--- src/common/alu_subset_pkg.sv ---
// package for the instruction subset datapath: opcodes, widths, selectors, reset values
// assumes one instruction issued per clock, file register data supplied by
// the surrounding core in the same cycle as the instruction
package alu_subset_pkg;

    localparam int DATA_W = 8;
    localparam int ADDR_W = 7;
    localparam int NIB_W = 4;

    typedef enum logic [3:0] {
        OP_NONE = 4'h0,
        OP_ROTATE_RIGHT_CARRY = 4'h1,
        OP_SUBTRACT_ACC_FROM_FILE = 4'h2,
        OP_SUBTRACT_WITH_BORROW = 4'h3,
        OP_NIBBLE_EXCHANGE = 4'h4,
        OP_XOR_LITERAL = 4'h5,
        OP_XOR_FILE = 4'h6,
        OP_PIN_DIRECTION_LOAD = 4'h7,
        OP_SLEEP = 4'h8
    } opcode_t;

    typedef enum logic [0:0] {
        RUN_ST = 1'b0,
        SLEEP_ST = 1'b1
    } power_state_t;

    // destination select values
    localparam logic DEST_ACC = 1'b0;
    localparam logic DEST_FILE = 1'b1;

    // direction-load port selectors
    localparam logic [2:0] DIR_SEL_A = 3'h5;
    localparam logic [2:0] DIR_SEL_B = 3'h6;
    localparam logic [2:0] DIR_SEL_C = 3'h7;

    // reset values
    localparam logic [7:0] ACC_RESET = 8'h00;
    localparam logic [7:0] DIR_RESET = 8'hFF;
    localparam logic [7:0] WDT_CLEAR = 8'h00;
    localparam logic [7:0] PRESCALE_CLEAR = 8'h00;
    localparam logic [7:0] ZERO_BYTE = 8'h00;

endpackage

--- src/rtl/alu_subset_core.sv ---
// combinational result and flag computation for the instruction subset
// assumes operands are stable within the cycle; no state held here
`timescale 1ns/100ps
module alu_subset_core (
    input wire alu_subset_pkg::opcode_t op_i,
    input wire logic [7:0] acc_i,
    input wire logic [7:0] file_i,
    input wire logic [7:0] literal_i,
    input wire logic carry_i,
    input wire logic half_carry_i,
    output logic [7:0] result_o,
    output logic carry_o,
    output logic half_carry_o,
    output logic zero_upd_o
);

    // ==========================================================
    // subtraction helper, carry set means no borrow
    function automatic logic [8:0] sub9(input logic [7:0] a,
                                        input logic [7:0] b,
                                        input logic bin);
        sub9 = {1'b0, a} + {1'b0, ~b} + {8'h00, ~bin};
    endfunction

    function automatic logic [4:0] sub5(input logic [3:0] a,
                                        input logic [3:0] b,
                                        input logic bin);
        sub5 = {1'b0, a} + {1'b0, ~b} + {4'h0, ~bin};
    endfunction

    logic [8:0] diff;
    logic [4:0] ndiff;
    logic borrow_in;

    always_comb begin
        // plain subtract behaves as no incoming borrow
        borrow_in = (op_i == alu_subset_pkg::OP_SUBTRACT_WITH_BORROW)
                    ? ~carry_i : 1'b0;
        diff = sub9(file_i, acc_i, borrow_in);
        ndiff = sub5(file_i[3:0], acc_i[3:0], borrow_in);
    end

    always_comb begin
        result_o = file_i;
        carry_o = carry_i;
        half_carry_o = half_carry_i;
        zero_upd_o = 1'b0;
        case (op_i)
            alu_subset_pkg::OP_ROTATE_RIGHT_CARRY: begin
                result_o = {carry_i, file_i[7:1]}; // RQ1
                carry_o = file_i[0]; // RQ1
            end
            alu_subset_pkg::OP_SUBTRACT_ACC_FROM_FILE,
            alu_subset_pkg::OP_SUBTRACT_WITH_BORROW: begin
                result_o = diff[7:0]; // RQ5 RQ6
                carry_o = diff[8]; // RQ5 RQ6
                half_carry_o = ndiff[4]; // RQ5 RQ6
                zero_upd_o = 1'b1;
            end
            alu_subset_pkg::OP_NIBBLE_EXCHANGE: begin
                result_o = {file_i[3:0], file_i[7:4]}; // RQ7
            end
            alu_subset_pkg::OP_XOR_LITERAL: begin
                result_o = acc_i ^ literal_i; // RQ8
                zero_upd_o = 1'b1;
            end
            alu_subset_pkg::OP_XOR_FILE: begin
                result_o = acc_i ^ file_i; // RQ9
                zero_upd_o = 1'b1;
            end
            default: begin
                result_o = acc_i;
            end
        endcase
    end

endmodule // alu_subset_core

--- src/rtl/sleep_control.sv ---
// sleep entry: watchdog clear, status flag update, low-power state
// assumes wake_i comes from the surrounding core's wake logic
`timescale 1ns/100ps
module sleep_control (
    input wire logic clk_i,
    input wire logic rstn_i,
    input wire logic sleep_i,
    input wire logic wake_i,
    input wire logic wdt_tick_i,
    output logic [7:0] wdt_count_o,
    output logic [7:0] prescale_o,
    output logic expiry_n_o,
    output logic power_down_n_o,
    output logic asleep_o
);

    alu_subset_pkg::power_state_t state_q;

    // ==========================================================
    // watchdog counter and prescaler
    always_ff @(posedge clk_i) begin
        if (!rstn_i || sleep_i) begin
            wdt_count_o <= alu_subset_pkg::WDT_CLEAR; // RQ3
            prescale_o <= alu_subset_pkg::PRESCALE_CLEAR; // RQ3
        end else if (wdt_tick_i) begin
            {wdt_count_o, prescale_o} <= {wdt_count_o, prescale_o} + 16'h0001;
        end
    end

    // ==========================================================
    // status flags, both active low in meaning
    always_ff @(posedge clk_i) begin
        if (!rstn_i) begin
            expiry_n_o <= 1'b1;
            power_down_n_o <= 1'b1;
        end else if (sleep_i) begin
            expiry_n_o <= 1'b1; // RQ3
            power_down_n_o <= 1'b0; // RQ3
        end
    end

    // ==========================================================
    // power state; flags settle in the same edge that halts the clock gate
    always_ff @(posedge clk_i) begin
        if (!rstn_i) begin
            state_q <= alu_subset_pkg::RUN_ST;
        end else begin
            case (state_q)
                alu_subset_pkg::RUN_ST:
                    if (sleep_i) state_q <= alu_subset_pkg::SLEEP_ST; // RQ4
                alu_subset_pkg::SLEEP_ST:
                    if (wake_i) state_q <= alu_subset_pkg::RUN_ST;
                default: state_q <= alu_subset_pkg::RUN_ST;
            endcase
        end
    end

    assign asleep_o = (state_q == alu_subset_pkg::SLEEP_ST);

    a_sleep_flags: assert property (@(posedge clk_i) disable iff (!rstn_i)
        sleep_i |=> !power_down_n_o && expiry_n_o && wdt_count_o == 8'h00)
        else $error("sleep did not set flags"); // RQ3

    a_sleep_state: assert property (@(posedge clk_i) disable iff (!rstn_i)
        sleep_i && !asleep_o |=> asleep_o)
        else $error("sleep state not entered"); // RQ4

endmodule // sleep_control

--- src/rtl/alu_subset_top.sv ---
// execution datapath for a small microcontroller instruction subset
// assumes the core decodes and fetches file data; writes go back via
// file_we_o with file_addr_o and file_wdata_o one cycle later
`timescale 1ns/100ps

// Function
// RQ1 - rotate right through carry, carry only
// RQ2 - seven bit address, destination bit picks target
// RQ3 - sleep clears watchdog, sets expiry, clears powerdown
// RQ4 - sleep halts instruction clock afterwards
// RQ5 - subtract acc from file, carry halfcarry zero
// RQ6 - subtract with borrow uses inverted carry
// RQ7 - nibble exchange, no flag change
// RQ8 - xor literal into acc, zero only
// RQ9 - xor file to destination, zero only
// RQ10 - direction load copies acc to port
// RQ11 - zero set when result is zero
// RQ12 - each instruction takes one cycle
module alu_subset_top (
    input wire logic clk_i,
    input wire logic rstn_i,
    input wire logic issue_i,
    input wire alu_subset_pkg::opcode_t op_i,
    input wire logic [6:0] file_addr_i,
    input wire logic dest_i,
    input wire logic [7:0] literal_i,
    input wire logic [7:0] file_rdata_i,
    input wire logic wake_i,
    input wire logic wdt_tick_i,
    output logic [7:0] acc_o,
    output logic carry_o,
    output logic half_carry_flag_o,
    output logic zero_o,
    output logic file_we_o,
    output logic [6:0] file_addr_o,
    output logic [7:0] file_wdata_o,
    output logic [7:0] port_a_direction_o,
    output logic [7:0] port_b_direction_o,
    output logic [7:0] port_c_direction_o,
    output logic [7:0] watchdog_counter_o,
    output logic [7:0] watchdog_prescale_o,
    output logic watchdog_expiry_flag_n_o,
    output logic power_down_flag_n_o,
    output logic asleep_o,
    output logic done_o
);

    logic [7:0] result;
    logic carry_n;
    logic half_n;
    logic zero_upd;
    logic go;
    logic file_op;

    // instructions are ignored while the processor sleeps
    assign go = issue_i && !asleep_o;

    assign file_op = (op_i == alu_subset_pkg::OP_ROTATE_RIGHT_CARRY)
        || (op_i == alu_subset_pkg::OP_SUBTRACT_ACC_FROM_FILE)
        || (op_i == alu_subset_pkg::OP_SUBTRACT_WITH_BORROW)
        || (op_i == alu_subset_pkg::OP_NIBBLE_EXCHANGE)
        || (op_i == alu_subset_pkg::OP_XOR_FILE);

    // ==========================================================
    // datapath
    alu_subset_core u_core (
        .op_i(op_i),
        .acc_i(acc_o),
        .file_i(file_rdata_i),
        .literal_i(literal_i),
        .carry_i(carry_o),
        .half_carry_i(half_carry_flag_o),
        .result_o(result),
        .carry_o(carry_n),
        .half_carry_o(half_n),
        .zero_upd_o(zero_upd)
    );

    // ==========================================================
    // accumulator
    always_ff @(posedge clk_i) begin
        if (!rstn_i) begin
            acc_o <= alu_subset_pkg::ACC_RESET;
        end else if (go) begin
            if (op_i == alu_subset_pkg::OP_XOR_LITERAL) begin
                acc_o <= result; // RQ8
            end else if (file_op && dest_i == alu_subset_pkg::DEST_ACC) begin
                acc_o <= result; // RQ2
            end
        end
    end

    // ==========================================================
    // file register write back, issued in the cycle after the op
    always_ff @(posedge clk_i) begin
        if (!rstn_i) begin
            file_we_o <= 1'b0;
            file_addr_o <= 7'h00;
            file_wdata_o <= alu_subset_pkg::ZERO_BYTE;
        end else begin
            file_we_o <= go && file_op
                         && dest_i == alu_subset_pkg::DEST_FILE; // RQ2
            file_addr_o <= file_addr_i;
            file_wdata_o <= result;
        end
    end

    // ==========================================================
    // status flags
    always_ff @(posedge clk_i) begin
        if (!rstn_i) begin
            carry_o <= 1'b0;
            half_carry_flag_o <= 1'b0;
            zero_o <= 1'b0;
        end else if (go) begin
            carry_o <= carry_n; // RQ1
            half_carry_flag_o <= half_n; // RQ5
            if (zero_upd) begin
                zero_o <= (result == alu_subset_pkg::ZERO_BYTE); // RQ11
            end
        end
    end

    // ==========================================================
    // port direction registers, reset to all inputs
    always_ff @(posedge clk_i) begin
        if (!rstn_i) begin
            port_a_direction_o <= alu_subset_pkg::DIR_RESET;
            port_b_direction_o <= alu_subset_pkg::DIR_RESET;
            port_c_direction_o <= alu_subset_pkg::DIR_RESET;
        end else if (go && op_i == alu_subset_pkg::OP_PIN_DIRECTION_LOAD) begin
            // selector outside 5..7 loads nothing
            case (file_addr_i[2:0])
                alu_subset_pkg::DIR_SEL_A: port_a_direction_o <= acc_o; // RQ10
                alu_subset_pkg::DIR_SEL_B: port_b_direction_o <= acc_o; // RQ10
                alu_subset_pkg::DIR_SEL_C: port_c_direction_o <= acc_o; // RQ10
                default: ;
            endcase
        end
    end

    // ==========================================================
    // one-cycle completion strobe
    always_ff @(posedge clk_i) begin
        if (!rstn_i) begin
            done_o <= 1'b0;
        end else begin
            done_o <= go; // RQ12
        end
    end

    // ==========================================================
    // sleep handling
    sleep_control u_sleep (
        .clk_i(clk_i),
        .rstn_i(rstn_i),
        .sleep_i(go && op_i == alu_subset_pkg::OP_SLEEP),
        .wake_i(wake_i),
        .wdt_tick_i(wdt_tick_i),
        .wdt_count_o(watchdog_counter_o),
        .prescale_o(watchdog_prescale_o),
        .expiry_n_o(watchdog_expiry_flag_n_o),
        .power_down_n_o(power_down_flag_n_o),
        .asleep_o(asleep_o)
    );

    // ==========================================================
    // checks
    a_rotate_result: assert property (@(posedge clk_i) disable iff (!rstn_i)
        go && op_i == alu_subset_pkg::OP_ROTATE_RIGHT_CARRY && dest_i
        |=> file_wdata_o == {$past(carry_o), $past(file_rdata_i[7:1])}
            && carry_o == $past(file_rdata_i[0]))
        else $error("rotate right wrong"); // RQ1

    a_dest_select: assert property (@(posedge clk_i) disable iff (!rstn_i)
        go && file_op && !dest_i |=> !file_we_o && acc_o == file_wdata_o)
        else $error("destination select wrong"); // RQ2

    a_sub_carry: assert property (@(posedge clk_i) disable iff (!rstn_i)
        go && op_i == alu_subset_pkg::OP_SUBTRACT_ACC_FROM_FILE
        |=> carry_o == ($past(acc_o) <= $past(file_rdata_i))
            && file_wdata_o == $past(file_rdata_i) - $past(acc_o))
        else $error("subtract wrong"); // RQ5

    a_sub_borrow: assert property (@(posedge clk_i) disable iff (!rstn_i)
        go && op_i == alu_subset_pkg::OP_SUBTRACT_WITH_BORROW
        |=> file_wdata_o == $past(file_rdata_i) - $past(acc_o)
            - {7'h00, !$past(carry_o)})
        else $error("subtract with borrow wrong"); // RQ6

    a_swap_flags: assert property (@(posedge clk_i) disable iff (!rstn_i)
        go && op_i == alu_subset_pkg::OP_NIBBLE_EXCHANGE
        |=> $stable(carry_o) && $stable(zero_o)
            && file_wdata_o == {$past(file_rdata_i[3:0]),
                                $past(file_rdata_i[7:4])})
        else $error("nibble exchange wrong"); // RQ7

    a_xor_literal: assert property (@(posedge clk_i) disable iff (!rstn_i)
        go && op_i == alu_subset_pkg::OP_XOR_LITERAL
        |=> acc_o == ($past(acc_o) ^ $past(literal_i))
            && zero_o == (acc_o == 8'h00) && $stable(carry_o))
        else $error("xor literal wrong"); // RQ8 RQ11

    a_xor_file: assert property (@(posedge clk_i) disable iff (!rstn_i)
        go && op_i == alu_subset_pkg::OP_XOR_FILE
        |=> file_wdata_o == ($past(acc_o) ^ $past(file_rdata_i))
            && $stable(half_carry_flag_o))
        else $error("xor file wrong"); // RQ9

    a_dir_load: assert property (@(posedge clk_i) disable iff (!rstn_i)
        go && op_i == alu_subset_pkg::OP_PIN_DIRECTION_LOAD
        && file_addr_i[2:0] == 3'h6
        |=> port_b_direction_o == $past(acc_o) && $stable(zero_o))
        else $error("direction load wrong"); // RQ10

    a_one_cycle: assert property (@(posedge clk_i) disable iff (!rstn_i)
        go |=> done_o)
        else $error("instruction not done in one cycle"); // RQ12

    a_rotate_acc: assert property ( // RQ1
        @(posedge clk_i) disable iff (!rstn_i)
        go && op_i == alu_subset_pkg::OP_ROTATE_RIGHT_CARRY && !dest_i
        |=> acc_o == {$past(carry_o), $past(file_rdata_i[7:1])}
            && $stable(zero_o) && $stable(half_carry_flag_o))
        else $error("rotate into accumulator wrong");

    a_sub_half: assert property ( // RQ5 RQ11
        @(posedge clk_i) disable iff (!rstn_i)
        go && op_i == alu_subset_pkg::OP_SUBTRACT_ACC_FROM_FILE
        |=> half_carry_flag_o
                == ($past(acc_o[3:0]) <= $past(file_rdata_i[3:0]))
            && zero_o == (file_wdata_o == 8'h00))
        else $error("subtract half carry or zero wrong");

    a_borrow_flags: assert property ( // RQ6 RQ11
        @(posedge clk_i) disable iff (!rstn_i)
        go && op_i == alu_subset_pkg::OP_SUBTRACT_WITH_BORROW
        |=> carry_o == ({1'b0, $past(acc_o)} + {8'h00, !$past(carry_o)}
                        <= {1'b0, $past(file_rdata_i)})
            && half_carry_flag_o == ({1'b0, $past(acc_o[3:0])}
                + {4'h0, !$past(carry_o)}
                <= {1'b0, $past(file_rdata_i[3:0])})
            && zero_o == (file_wdata_o == 8'h00))
        else $error("subtract with borrow flags wrong");

    a_swap_acc: assert property ( // RQ7
        @(posedge clk_i) disable iff (!rstn_i)
        go && op_i == alu_subset_pkg::OP_NIBBLE_EXCHANGE && !dest_i
        |=> acc_o == {$past(file_rdata_i[3:0]), $past(file_rdata_i[7:4])}
            && $stable(half_carry_flag_o))
        else $error("nibble exchange into accumulator wrong");

    a_xor_file_zero: assert property ( // RQ9 RQ11
        @(posedge clk_i) disable iff (!rstn_i)
        go && op_i == alu_subset_pkg::OP_XOR_FILE
        |=> zero_o == (file_wdata_o == 8'h00) && $stable(carry_o))
        else $error("xor file zero wrong");

    a_file_write: assert property ( // RQ2
        @(posedge clk_i) disable iff (!rstn_i)
        go && file_op && dest_i
        |=> file_we_o && file_addr_o == $past(file_addr_i)
            && $stable(acc_o))
        else $error("file write back wrong");

    a_file_quiet: assert property ( // RQ2
        @(posedge clk_i) disable iff (!rstn_i)
        !go || !file_op |=> !file_we_o)
        else $error("file written without a file op");

    a_dir_port_a: assert property ( // RQ10
        @(posedge clk_i) disable iff (!rstn_i)
        go && op_i == alu_subset_pkg::OP_PIN_DIRECTION_LOAD
        && file_addr_i[2:0] == 3'h5
        |=> port_a_direction_o == $past(acc_o)
            && $stable(port_b_direction_o) && $stable(port_c_direction_o))
        else $error("port a direction load wrong");

    a_dir_other: assert property ( // RQ10
        @(posedge clk_i) disable iff (!rstn_i)
        go && op_i == alu_subset_pkg::OP_PIN_DIRECTION_LOAD
        && file_addr_i[2:0] < 3'h5
        |=> $stable(port_a_direction_o) && $stable(port_b_direction_o)
            && $stable(port_c_direction_o))
        else $error("direction loaded outside 5 to 7");

    a_dir_flags: assert property ( // RQ10
        @(posedge clk_i) disable iff (!rstn_i)
        go && op_i == alu_subset_pkg::OP_PIN_DIRECTION_LOAD
        |=> $stable(carry_o) && $stable(half_carry_flag_o)
            && $stable(zero_o) && $stable(acc_o))
        else $error("direction load touched flags");

    a_asleep_idle: assert property ( // RQ4
        @(posedge clk_i) disable iff (!rstn_i)
        asleep_o && !wake_i |=> asleep_o && !done_o && $stable(acc_o))
        else $error("instruction ran while asleep");

    a_flags_sleep_only: assert property ( // RQ3
        @(posedge clk_i) disable iff (!rstn_i)
        !(go && op_i == alu_subset_pkg::OP_SLEEP)
        |=> $stable(watchdog_expiry_flag_n_o)
            && $stable(power_down_flag_n_o))
        else $error("status flags moved without sleep");

endmodule // alu_subset_top

--- config.mk ---
export PLATFORM = sky130hd
export DESIGN_NAME = alu_subset_top
export DESIGN_NICKNAME = d
export VERILOG_FILES = /design/src/common/alu_subset_pkg.sv /design/src/rtl/alu_subset_core.sv /design/src/rtl/sleep_control.sv /design/src/rtl/alu_subset_top.sv
export SDC_FILE = /design/constraint.sdc
export NUM_CORES = 1
export LEC_CHECK = 0
export BUFFER_PORTS_ARGS = -buffer_cell sky130_fd_sc_hd__buf_4
export CAP_MARGIN = 25
export CORE_ASPECT_RATIO = 2
export CORE_MARGIN = 2
export CORE_UTILIZATION = 36
export CTS_CLUSTER_DIAMETER = 30
export DETAILED_ROUTE_END_ITERATION = 10
export PLACE_DENSITY = 0.71
export SLEW_MARGIN = 20
export SYNTH_ARGS = -nofsm -noshare
export SYNTH_HDL_FRONTEND = slang
export SYNTH_SLANG_ARGS = --single-unit
export TNS_END_PERCENT = 1
--- constraint.sdc ---
create_clock -name clk_i -period 4.6 [get_ports clk_i]
set_input_delay 0.23 -clock clk_i [delete_from_list [all_inputs] [get_ports clk_i]]
set_output_delay 0.23 -clock clk_i [all_outputs]
set_load 0.01 [all_outputs]
### Word-level counts from Yosys, hierarchy flattened

Index checks and enable logic that the tools add are counted.
W data, S select, Z words.

| operators by class | value |
|---|---|
| add/subtract/negate cells | 5 |
| eq/ne operators | 11 |
| mux-type cells | 9 |
| bitwise gates (word level) | 8 |
| reductions and logical operators | 25 |

Operators by type and width:

| operator | count |
|---|---|
| $pmux W8 S5 | 1 |
| $add A16 B1 Y16 const B | 1 |
| $eq A4 B3 Y1 const B | 4 |
| $mux W8 | 2 |
| $xor A8 B8 Y8 | 2 |
| $reduce_and A2 Y1 | 7 |
| $add A8 B8 Y9 | 1 |
| $add A9 B1 Y9 | 1 |
| $eq A3 B3 Y1 const B | 3 |
| $eq A4 B2 Y1 const B | 2 |
| $logic_not A8 Y1 | 1 |
| $not A8 Y8 | 1 |
| $logic_and A1 B1 Y1 | 6 |
| $add A4 B4 Y5 | 1 |
| $add A5 B1 Y5 | 1 |
| $logic_or A1 B1 Y1 | 5 |
| $eq A4 B1 Y1 const B | 1 |
| $eq A4 B4 Y1 const B | 1 |
| $mux W1 | 4 |
| $not A1 Y1 | 4 |
| $not A4 Y4 | 1 |
| $pmux W1 S2 | 2 |
| $reduce_bool A2 Y1 | 2 |
| $reduce_or A4 Y1 | 1 |
| 2 further kinds | 3 |

| word-level totals | value |
|---|---|
| register bits | 70 |

### Longest topological paths before layout

Gate-level depths: netlist of run 1.

| depth | value |
|---|---|
| depth after elaboration | 8 |
| depth in mapped cells | 14 |
| mapped depth without buffers | 13 |

### Hierarchy

From an unflattened synthesis of run 1, not the netlist that was laid out.

| unflattened totals | value |
|---|---|
| cells, all modules | 420 |
| area total of the unflattened synthesis | 3,808.7 um^2 |

By module, submodules not included:

| module | instances | cells an instance | area an instance (um^2) | seq. area each (um^2) |
|---|---|---|---|---|
| alu_subset_top | 1 | 181 | 1,950.6 | 1,041.0 |
| alu_subset_core | 1 | 144 | 989.7 | 0.0 |
| sleep_control | 1 | 95 | 868.3 | 360.3 |

### Worst setup path after synthesis of run 1

No wires, ideal clock.

| path | value |
|---|---|
| path type | input -> register |
| start | in op_i[2] |
| end | reg zero_o |
| data arrival time | 2.858 ns |
| path slack | 1.681 ns |
| cell stages on the path | 11 |
| path buffers | 1 |
| path through | buf_6 > nand2b_1 > nor2_2 > nand3b_1 > fa_1 > a211oi_2 > nor3b_2 > a41o_1 > or4_4 > a2111oi_2 > a32o_1 |

| on the way | value |
|---|---|
| cells in the longest elaborated chain, start to end | 6 |

RTL lines:

| what | RTL line | RTL |
|---|---|---|
| start: declaration | alu_subset_top.sv:23 | `input wire alu_subset_pkg::opcode_t op_i,` |
| $eq A4 B2 Y1 | alu_subset_core.sv:37, alu_subset_core.sv:48 |  |
| $mux W1 | alu_subset_core.sv:38 | `? ~carry_i : 1'b0;` |
| $not A1 Y1 | alu_subset_core.sv:22 | `sub9 = {1'b0, a} + {1'b0, ~b} + {8'h00, ~bin};` |
| $add A9 B1 Y9 | alu_subset_core.sv:22 |  |
| $pmux W8 S5 | alu_subset_core.sv:48 | `case (op_i)` |
| $logic_not A8 Y1 | alu_subset_top.sv:119 | `zero_o <= (result == alu_subset_pkg::ZERO_BYTE);` |
| end signal: assignment | alu_subset_top.sv:119 |  |
| end: declaration | alu_subset_top.sv:33 | `output logic zero_o,` |

Several ways; a longest one is shown, not always the timed one.
A chain may end at the register's enable or synchronous reset.

### Final worst setup path of run 1

Same ends and word-level chain as after synthesis.

==> impl_metrics.toml, run 1 <==
[run_status]
run_status = "finished clean"

[worst_setup_path]
rr_startpoint = "acc_o[0]"
worstSetupStartpoint = "op_i[2]"
ff2ff_path_depth = 8
cp_max_fo = 22
setup.worst_path.class = "in -> reg"
arrival_ns = 3.35
worstSetupEndpoint = "zero_o"
crit_path_required_time_ns = 4.86
rrSetupSlack_ns = 1.56
worst_r2r_endpoint = "zero_o"
startpoint_type = "input pin"
critPathCaptureType = "flop"

[floorplan]
core_area_um2 = 10020
floorplan.die.height_um = 146.4
floorplan.initialDensity_pct = 36.45
dieWidth_um = 75.22
floorplan.die_area_um2 = 11020
ios = 104
floorplan.rows = 52

[synth]
synth_enable_flop_cells = 0
avgSynthCellArea_um2 = 8.737
net_count_synth = 461
syn-instance-count = 418
yosysSeqAreaShare_pct = 38.37
flip_flop_cell_with_the_highest_count_after_synthesis = "dfxtp_1"
ys_warn_count = 0
async_flop_share_pct = 0
synth_cell_types = 64
syn-cell-area_um2 = 3652
synth.ff_latch_count = 70

[clock_network]
tritoncts_num_sinks = 70
cts_inserted_buffers = 9
cts.reportedPaths.clkPinSlew_ns = 0.06
ctsRootBufferMaster = "clkbuf_16"
post_cts.resized_instances = 0
tritoncts_clock_tree = "done"
clock_tree.buffer_depth = 2
ctsHtreeMaxLevel = 3
hold_buf_count_cts = 0
cts_setup_buffers = 0
clk-insertion-delay-late_ns = 0.32

[power]
power.static_leakage_nw = 2.000
switchingPower_mw = 0.4009
design_power_mw = 1.562
powerDensity_nw_per_um2 = 326.6
combinationalPowerShare_pct = 15.5
switching_share_pct = 25.66
power.share.sequential_pct = 41.0
internal_power_mw = 1.162
power_frac_clock_pct = 43.5
max-vdd-ir-drop_v = 0.0001881

[global_routing]
grt_start_max_net_pins = 40
global_route.overflow_total = 0
grt_first_pass_wirelength_mm = 18.45
grt_antenna_before_repair = 0
grtUsageTotal_pct = 22.75
first_global_vias = 3421

[drt]
totalWireLength_mm = 12.01
wirelength_met1_mm = 3.996
ant_nets = 0
top_signal_layer_used = "met4"
first_pass_drt_iterations = 5
dr_wl_met3_um = 384
met2_length_mm = 6.810
drt_first_iter_violations = 128
routedWlPerCell_um = 18.48
vias_per_cell = 5.226
remaining_drc_errors = 0
via_count = 3397

[finish]
nNetsFinal = 553
antenna_diode_count = 0
syn2layout_area_growth_pct = 31.00
stdcell_area_um2 = 4785
final_core_utilization_pct = 47.75
drive_above_1_share_pct = 26.02

[timing]
slew_headroom_pct = 44.55
setup-tns-final_ns = 0
report.final.hold_viol_count = 0
final.hold.worst_slack_ns = 0.1162
grt_setup_unrepaired = "no"
drv_slew = 0
tightestPinTransition_ns = 0.8318
fmax_ghz = 0.3235
timing.final.setup_violations = 0
final_critical_period_ns = 3.091
clock-skew-final_ns = 0.006834
fin_crit_sh_pct = 67.19

[placement]
placed_cell_area_um2 = 4484
detailed_place_hpwl_mm = 9.694
finalWeightedCongestion = 0.9792
buffers_added_on_ports = 102

[hold_path]
hold_path_class = "in -> reg"

[run]
cap_violations = 0
## cell usage after synthesis (2+ instances only)
cell | n | area, µm²
or3_1 | 3 | 18.77
xnor2_1 | 13 | 113.9
nand2b_1 | 9 | 56.30
dfxtp_1 | 70 | 1401
clkbuf_1 | 14 | 52.55
xor2_1 | 13 | 113.9
buf_6 | 2 | 22.52
o31ai_1 | 4 | 30.03
nand3b_1 | 3 | 22.52
nor4_1 | 2 | 12.51
o211ai_1 | 10 | 75.07
buf_2 | 4 | 20.02
mux2i_1 | 23 | 230.2
nand3_1 | 9 | 45.04
o211a_1 | 2 | 20.02
a21o_1 | 3 | 22.52
nand2_1 | 40 | 150.1
nand4_1 | 3 | 18.77
o21a_1 | 3 | 22.52
fa_1 | 2 | 40.04
a21oi_1 | 16 | 80.08
nor2_2 | 3 | 18.77
o21ai_0 | 7 | 35.03
a211oi_1 | 16 | 120.1
a22o_1 | 2 | 17.52
ha_1 | 8 | 100.1
nor2b_1 | 7 | 43.79
nor2_1 | 51 | 191.4
and3b_1 | 2 | 17.52
and2_1 | 9 | 56.30
and3_1 | 5 | 31.28
a211oi_2 | 4 | 50.05
nor3_1 | 10 | 50.05
inv_1 | 16 | 60.06
## critical path: stages
cell,delay [ns]
buf_4,0.18
nand2b_1,0.19
nor2_2,0.37
nand3b_1,0.15
fa_1,0.42
a211oi_2,0.32
nor3b_2,0.12
a41o_1,0.26
or4_4,0.57
a2111oi_2,0.38
a32o_1,0.17
## cells in the final DEF, fill, tap and decap left out, types with 4 or more instances in the layout
| cell | n |
|---|---|
| clkbuf_16 | 9 |
| nor2_1 | 51 |
| o31ai_1 | 4 |
| nand2_1 | 40 |
| buf_4 | 102 |
| o21ai_0 | 7 |
| xor2_1 | 13 |
| nand3_1 | 9 |
| a211oi_2 | 4 |
| mux2i_1 | 23 |
| and2_1 | 9 |
| and3_1 | 5 |
| nor2b_1 | 7 |
| a21oi_1 | 16 |
| xnor2_1 | 13 |
| a211oi_1 | 16 |
| inv_1 | 16 |
| nand2b_1 | 9 |
| nor3_1 | 10 |
| dfxtp_1 | 70 |
| ha_1 | 8 |
| o211ai_1 | 10 |
## metal layers
layer / vias to the layer above / GRT usage [%]
met3: 37 / 2.968
met1: 1602 / 21.37
met4: 0 / 16.49
met2: 116 / 41.84
met5: - / 0
li1: 1642 / -
## power by group through the flow
stage / logic [mW] / clock network [mW] / registers [mW]
after global placement: 0.240 / 0 / 0.653
final: 0.242 / 0.680 / 0.641
after floorplan: 0.139 / 0 / 0.654
after global routing: 0.265 / 0.717 / 0.643
after CTS: 0.241 / 0.697 / 0.640
after detailed placement: 0.240 / 0 / 0.654
## metrics by stage
stage	std cells	setup WS [ns]
detailed placement	634	1.188
CTS	650	1.512
finish	650	1.509
floorplan	418	1.681
global route	650	1.304
global placement	634	1.199
## worst min-delay path by stage
stage,start,to,slack (ns),cells past startpoint
2_1_floorplan,file_addr_i[0],file_addr_o[0],0.35,1
3_3_place_gp,u_sleep.power_down_n_o,u_sleep.power_down_n_o,0.43,2
3_5_place_dp,u_sleep.power_down_n_o,u_sleep.power_down_n_o,0.44,2
4_1_cts,file_addr_i[3],file_addr_o[3],0.10,2
5_1_grt,file_addr_i[6],file_addr_o[6],0.11,2
6_report,file_addr_i[3],file_addr_o[3],0.12,2
## cells by family (layout without fill, tap and decap cells)
group                      after synthesis  count (layout)  synth area share (%)
DFF                                     70              70                 38.37
buffers and inverters                   38             135                 4.556
and+or+nand+nor                        164             164                 22.27
adders and majority gates               10              10                 3.837
other                                    1               1                0.1027
xor gates and xnor gates                26              26                 6.235
AOI/OAI and AO/OA                       84              84                 17.61
muxes                                   25              25                 7.023
## registers in the layout, summed over array words and instances, names as in the netlist
register                flops
acc_o                       8
carry_o                     1
done_o                      1
file_addr_o                 7
file_wdata_o                8
file_we_o                   1
half_carry_flag_o           1
port_a_direction_o          8
port_b_direction_o          8
port_c_direction_o          8
u_sleep.asleep_o            1
u_sleep.power_down_n_o      1
u_sleep.prescale_o          8
u_sleep.wdt_count_o         8
zero_o                      1
## layout make-up
| cell class | instances | area, µm² |
|---|---|---|
| fill | 1015 | 5235 |
| multi-input combinational | 310 | 2085 |
| clock buffer | 11 | 242.7 |
| tap | 135 | 168.9 |
| timing repair buffer | 102 | 765.7 |
| sequential | 70 | 1401 |
| clock inverter | 5 | 57.56 |
| inverter | 17 | 63.81 |
Power figures use the tool's default switching activity.
==> inputs of run 2 (changes only) <==
- ABC_AREA: default -> 1
- clock period: 4.6 -> 3.1 ns (I/O delays scaled with it)
==> run 2 against run 1 <==
Net effect:
- routed wire length is 6.6% lower
- first-iteration DRC count is 59% higher
- worst hold slack got worse by 0.11 ns
- critical path depth up 4
- non-clock buffer count grew 3
- core utilization grew 0.70 points
- sequential power grew 47%
- clock-buffer cell count is the same
- synthesized cell count increased by 21%
- register-to-register slack got worse by 0.85 ns
- combinational power rose by 37%
- sequential share of layout area rose by 0.73 points
==> impl_metrics.toml, run 2 <==
[global_routing]
grt_start_max_net_pins = 39
global_route.overflow_total = 0
first_global_vias = 3512
grt_antenna_before_repair = 0
grt_first_pass_wirelength_mm = 16.61
grtUsageTotal_pct = 21.17

[timing]
drv_slew = 0
fmax_ghz = 0.4186
timing.final.setup_violations = 0
grt_setup_unrepaired = "no"
final.hold.worst_slack_ns = 0.006348
slew_headroom_pct = 57.19
report.final.hold_viol_count = 0
tightestPinTransition_ns = 0.6397
final_critical_period_ns = 2.389
setup-tns-final_ns = 0
fin_crit_sh_pct = 77.06
clock-skew-final_ns = 0.005670

[worst_setup_path]
rr_startpoint = "acc_o[0]"
critPathCaptureType = "flop"
cp_slowest_stage_delay_ns = 0.41
setup.worst_path.class = "reg -> reg"
crit_path_required_time_ns = 3.37
arrival_ns = 2.65
timing.critical_path.slowest_stage_cell = "fa_1"
cp_cell_sequence = "inv_1 -> fa_1 -> inv_1 -> fa_1 -> inv_1 -> nand2_1 -> nand2_1 -> nand3_1 -> nand2_1 -> nand2_1 -> nand3_1 -> nand4_1 -> nor2_1 -> nand3_1 -> a21oi_1"
cp_max_fo = 7
startpoint_type = "flop"
worst_r2r_endpoint = "zero_o"
rrSetupSlack_ns = 0.71
timing.critical_path.mode_cell = "nand2_1"
ff2ff_path_depth = 15

[floorplan]
floorplan.rows = 51
floorplan.die.height_um = 143.7
core_area_um2 = 9635
dieWidth_um = 73.86
floorplan.die_area_um2 = 10610
floorplan.initialDensity_pct = 36.46
ios = 104

[drt]
totalWireLength_mm = 11.22
drt_first_iter_violations = 203
ant_nets = 0
first_pass_drt_iterations = 4
routedWlPerCell_um = 15.09
vias_per_cell = 5.063
via_count = 3767
remaining_drc_errors = 0

[placement]
detailed_place_hpwl_mm = 8.801
finalWeightedCongestion = 1.005
placed_cells = 728
buffers_added_on_ports = 102

[clock_network]
tritoncts_num_sinks = 70
cts_inserted_buffers = 9
tritoncts_clock_tree = "done"
clock_tree.buffer_depth = 2
cts.reportedPaths.clkPinSlew_ns = 0.06
ctsRootBufferMaster = "clkbuf_16"
clk-insertion-delay-late_ns = 0.33
cts_setup_buffers = 0
ctsHtreeMaxLevel = 3

[synth]
ys_warn_count = 0
async_flop_share_pct = 0
ys_top_cells_by_count = "nand2_1 (132), dfxtp_1 (70), inv_1 (68)"
post-synth-top-count-cell = "nand2_1"
yosysSeqAreaShare_pct = 39.89
netlist.area_leader.share_pct = 39.89
synth_enable_flop_cells = 0
syn-cell-area_um2 = 3513
net_count_synth = 549
synth_area_leader_cell = "dfxtp_1"
synth_cell_types = 35
synth.ff_latch_count = 70
ys_top_cells_by_area = "dfxtp_1 (40%), nand2_1 (14%), inv_1 (7.3%)"
syn-instance-count = 506
flip_flop_cell_with_the_highest_count_after_synthesis = "dfxtp_1"
avgSynthCellArea_um2 = 6.943

[run_status]
run_status = "finished clean"

[finish]
layout.cells.most_common = "nand2_1"
antenna_diode_count = 0
drive_above_1_share_pct = 21.90
top_library_cells_by_usage_in_the_layout_fill_and_taps_aside = "nand2_1 (132), buf_4 (104), dfxtp_1 (70)"
nNetsFinal = 651
fillCellCount = 989
finalNonFillerCells = 744
syn2layout_area_growth_pct = 32.87

[hold_path]
holdCritStartpoint = "file_addr_i[3]"
hold_path_class = "in -> reg"
worst_hold_path.endpoint = "file_addr_o[3]"
min_delay_path_depth = 3

[power]
power.static_leakage_nw = 2.356
powerDensity_nw_per_um2 = 476.4
max-vdd-ir-drop_v = 0.0002774

[run]
cap_violations = 0
[run 2: area by class of cell]
cell class                 count  area, µm²  area share [%]
multi-input combinational    349       1762           37.74
sequential                    70       1401           30.02
timing repair buffer         105      790.8           16.94
inverter                      73      274.0           5.870
clock buffer                  11      252.7           5.414
tap                          132      165.2           3.538
clock inverter                 4      22.52          0.4824
[run 2: worst max path at each step]
stage,from,endpoint,slack (ns)
2_1_floorplan,op_i[2],zero_o,0.84
3_3_place_gp,op_i[2],zero_o,0.66
3_5_place_dp,op_i[2],zero_o,0.56
4_1_cts,acc_o[0],zero_o,0.72
5_1_grt,acc_o[0],zero_o,0.46
6_report,acc_o[0],zero_o,0.71
[run 2: cell families after synthesis]
kind of cell | Yosys count | share of synthesized area [%]
xor gates and xnor gates | 5 | 1.246
and+or+nand+nor | 264 | 32.94
other | 1 | 0.1067
adders and majority gates | 10 | 3.989
muxes | 1 | 0.2849
DFF | 70 | 39.89
AOI/OAI and AO/OA | 68 | 11.57
buffers and inverters | 87 | 9.971
[run 2: critical path, delay by kind of cell (launching register included)]
family	cells	cell delay, ns
AND/OR/NAND/NOR	9	0.84
adder cells (fa/ha/maj)	2	0.67
buffers and inverters	3	0.37
flip-flops	1	0.32
AO/OA/AOI/OAI	1	0.11
[run 2: routing by layer]
layer / track usage, % / part of all wire (%)
met5: 0 / 0
met4: 18.28 / 8.7
met3: 4.348 / 4.9
met2: 38.16 / 52
met1: 18.93 / 35
[run 2: power breakdown]
part	internal [mW]	switching, mW
logic	0.128	0.202
registers	0.926	0.0164
clock network	0.576	0.376
[run 2: per-stage QoR]
stage / setup WS [ns] / power (mW) / util (%) / instance area, µm²
final: 0.7111 / 2.224 / 48.45 / 4668
after CTS: 0.7177 / 2.236 / 48.45 / 4668
after floorplan: 0.8372 / 1.148 / - / 3513
after detailed placement: 0.5563 / 1.288 / 45.49 / 4383
after global routing: 0.4590 / 2.307 / 48.45 / 4668
after global placement: 0.6596 / 1.281 / 45.49 / 4383
[run 2: what timing repair did]
item,in CTS,in global routing
resized for setup,0,0
endpoints found under the hold margin,1,0
hold buffers,1,0
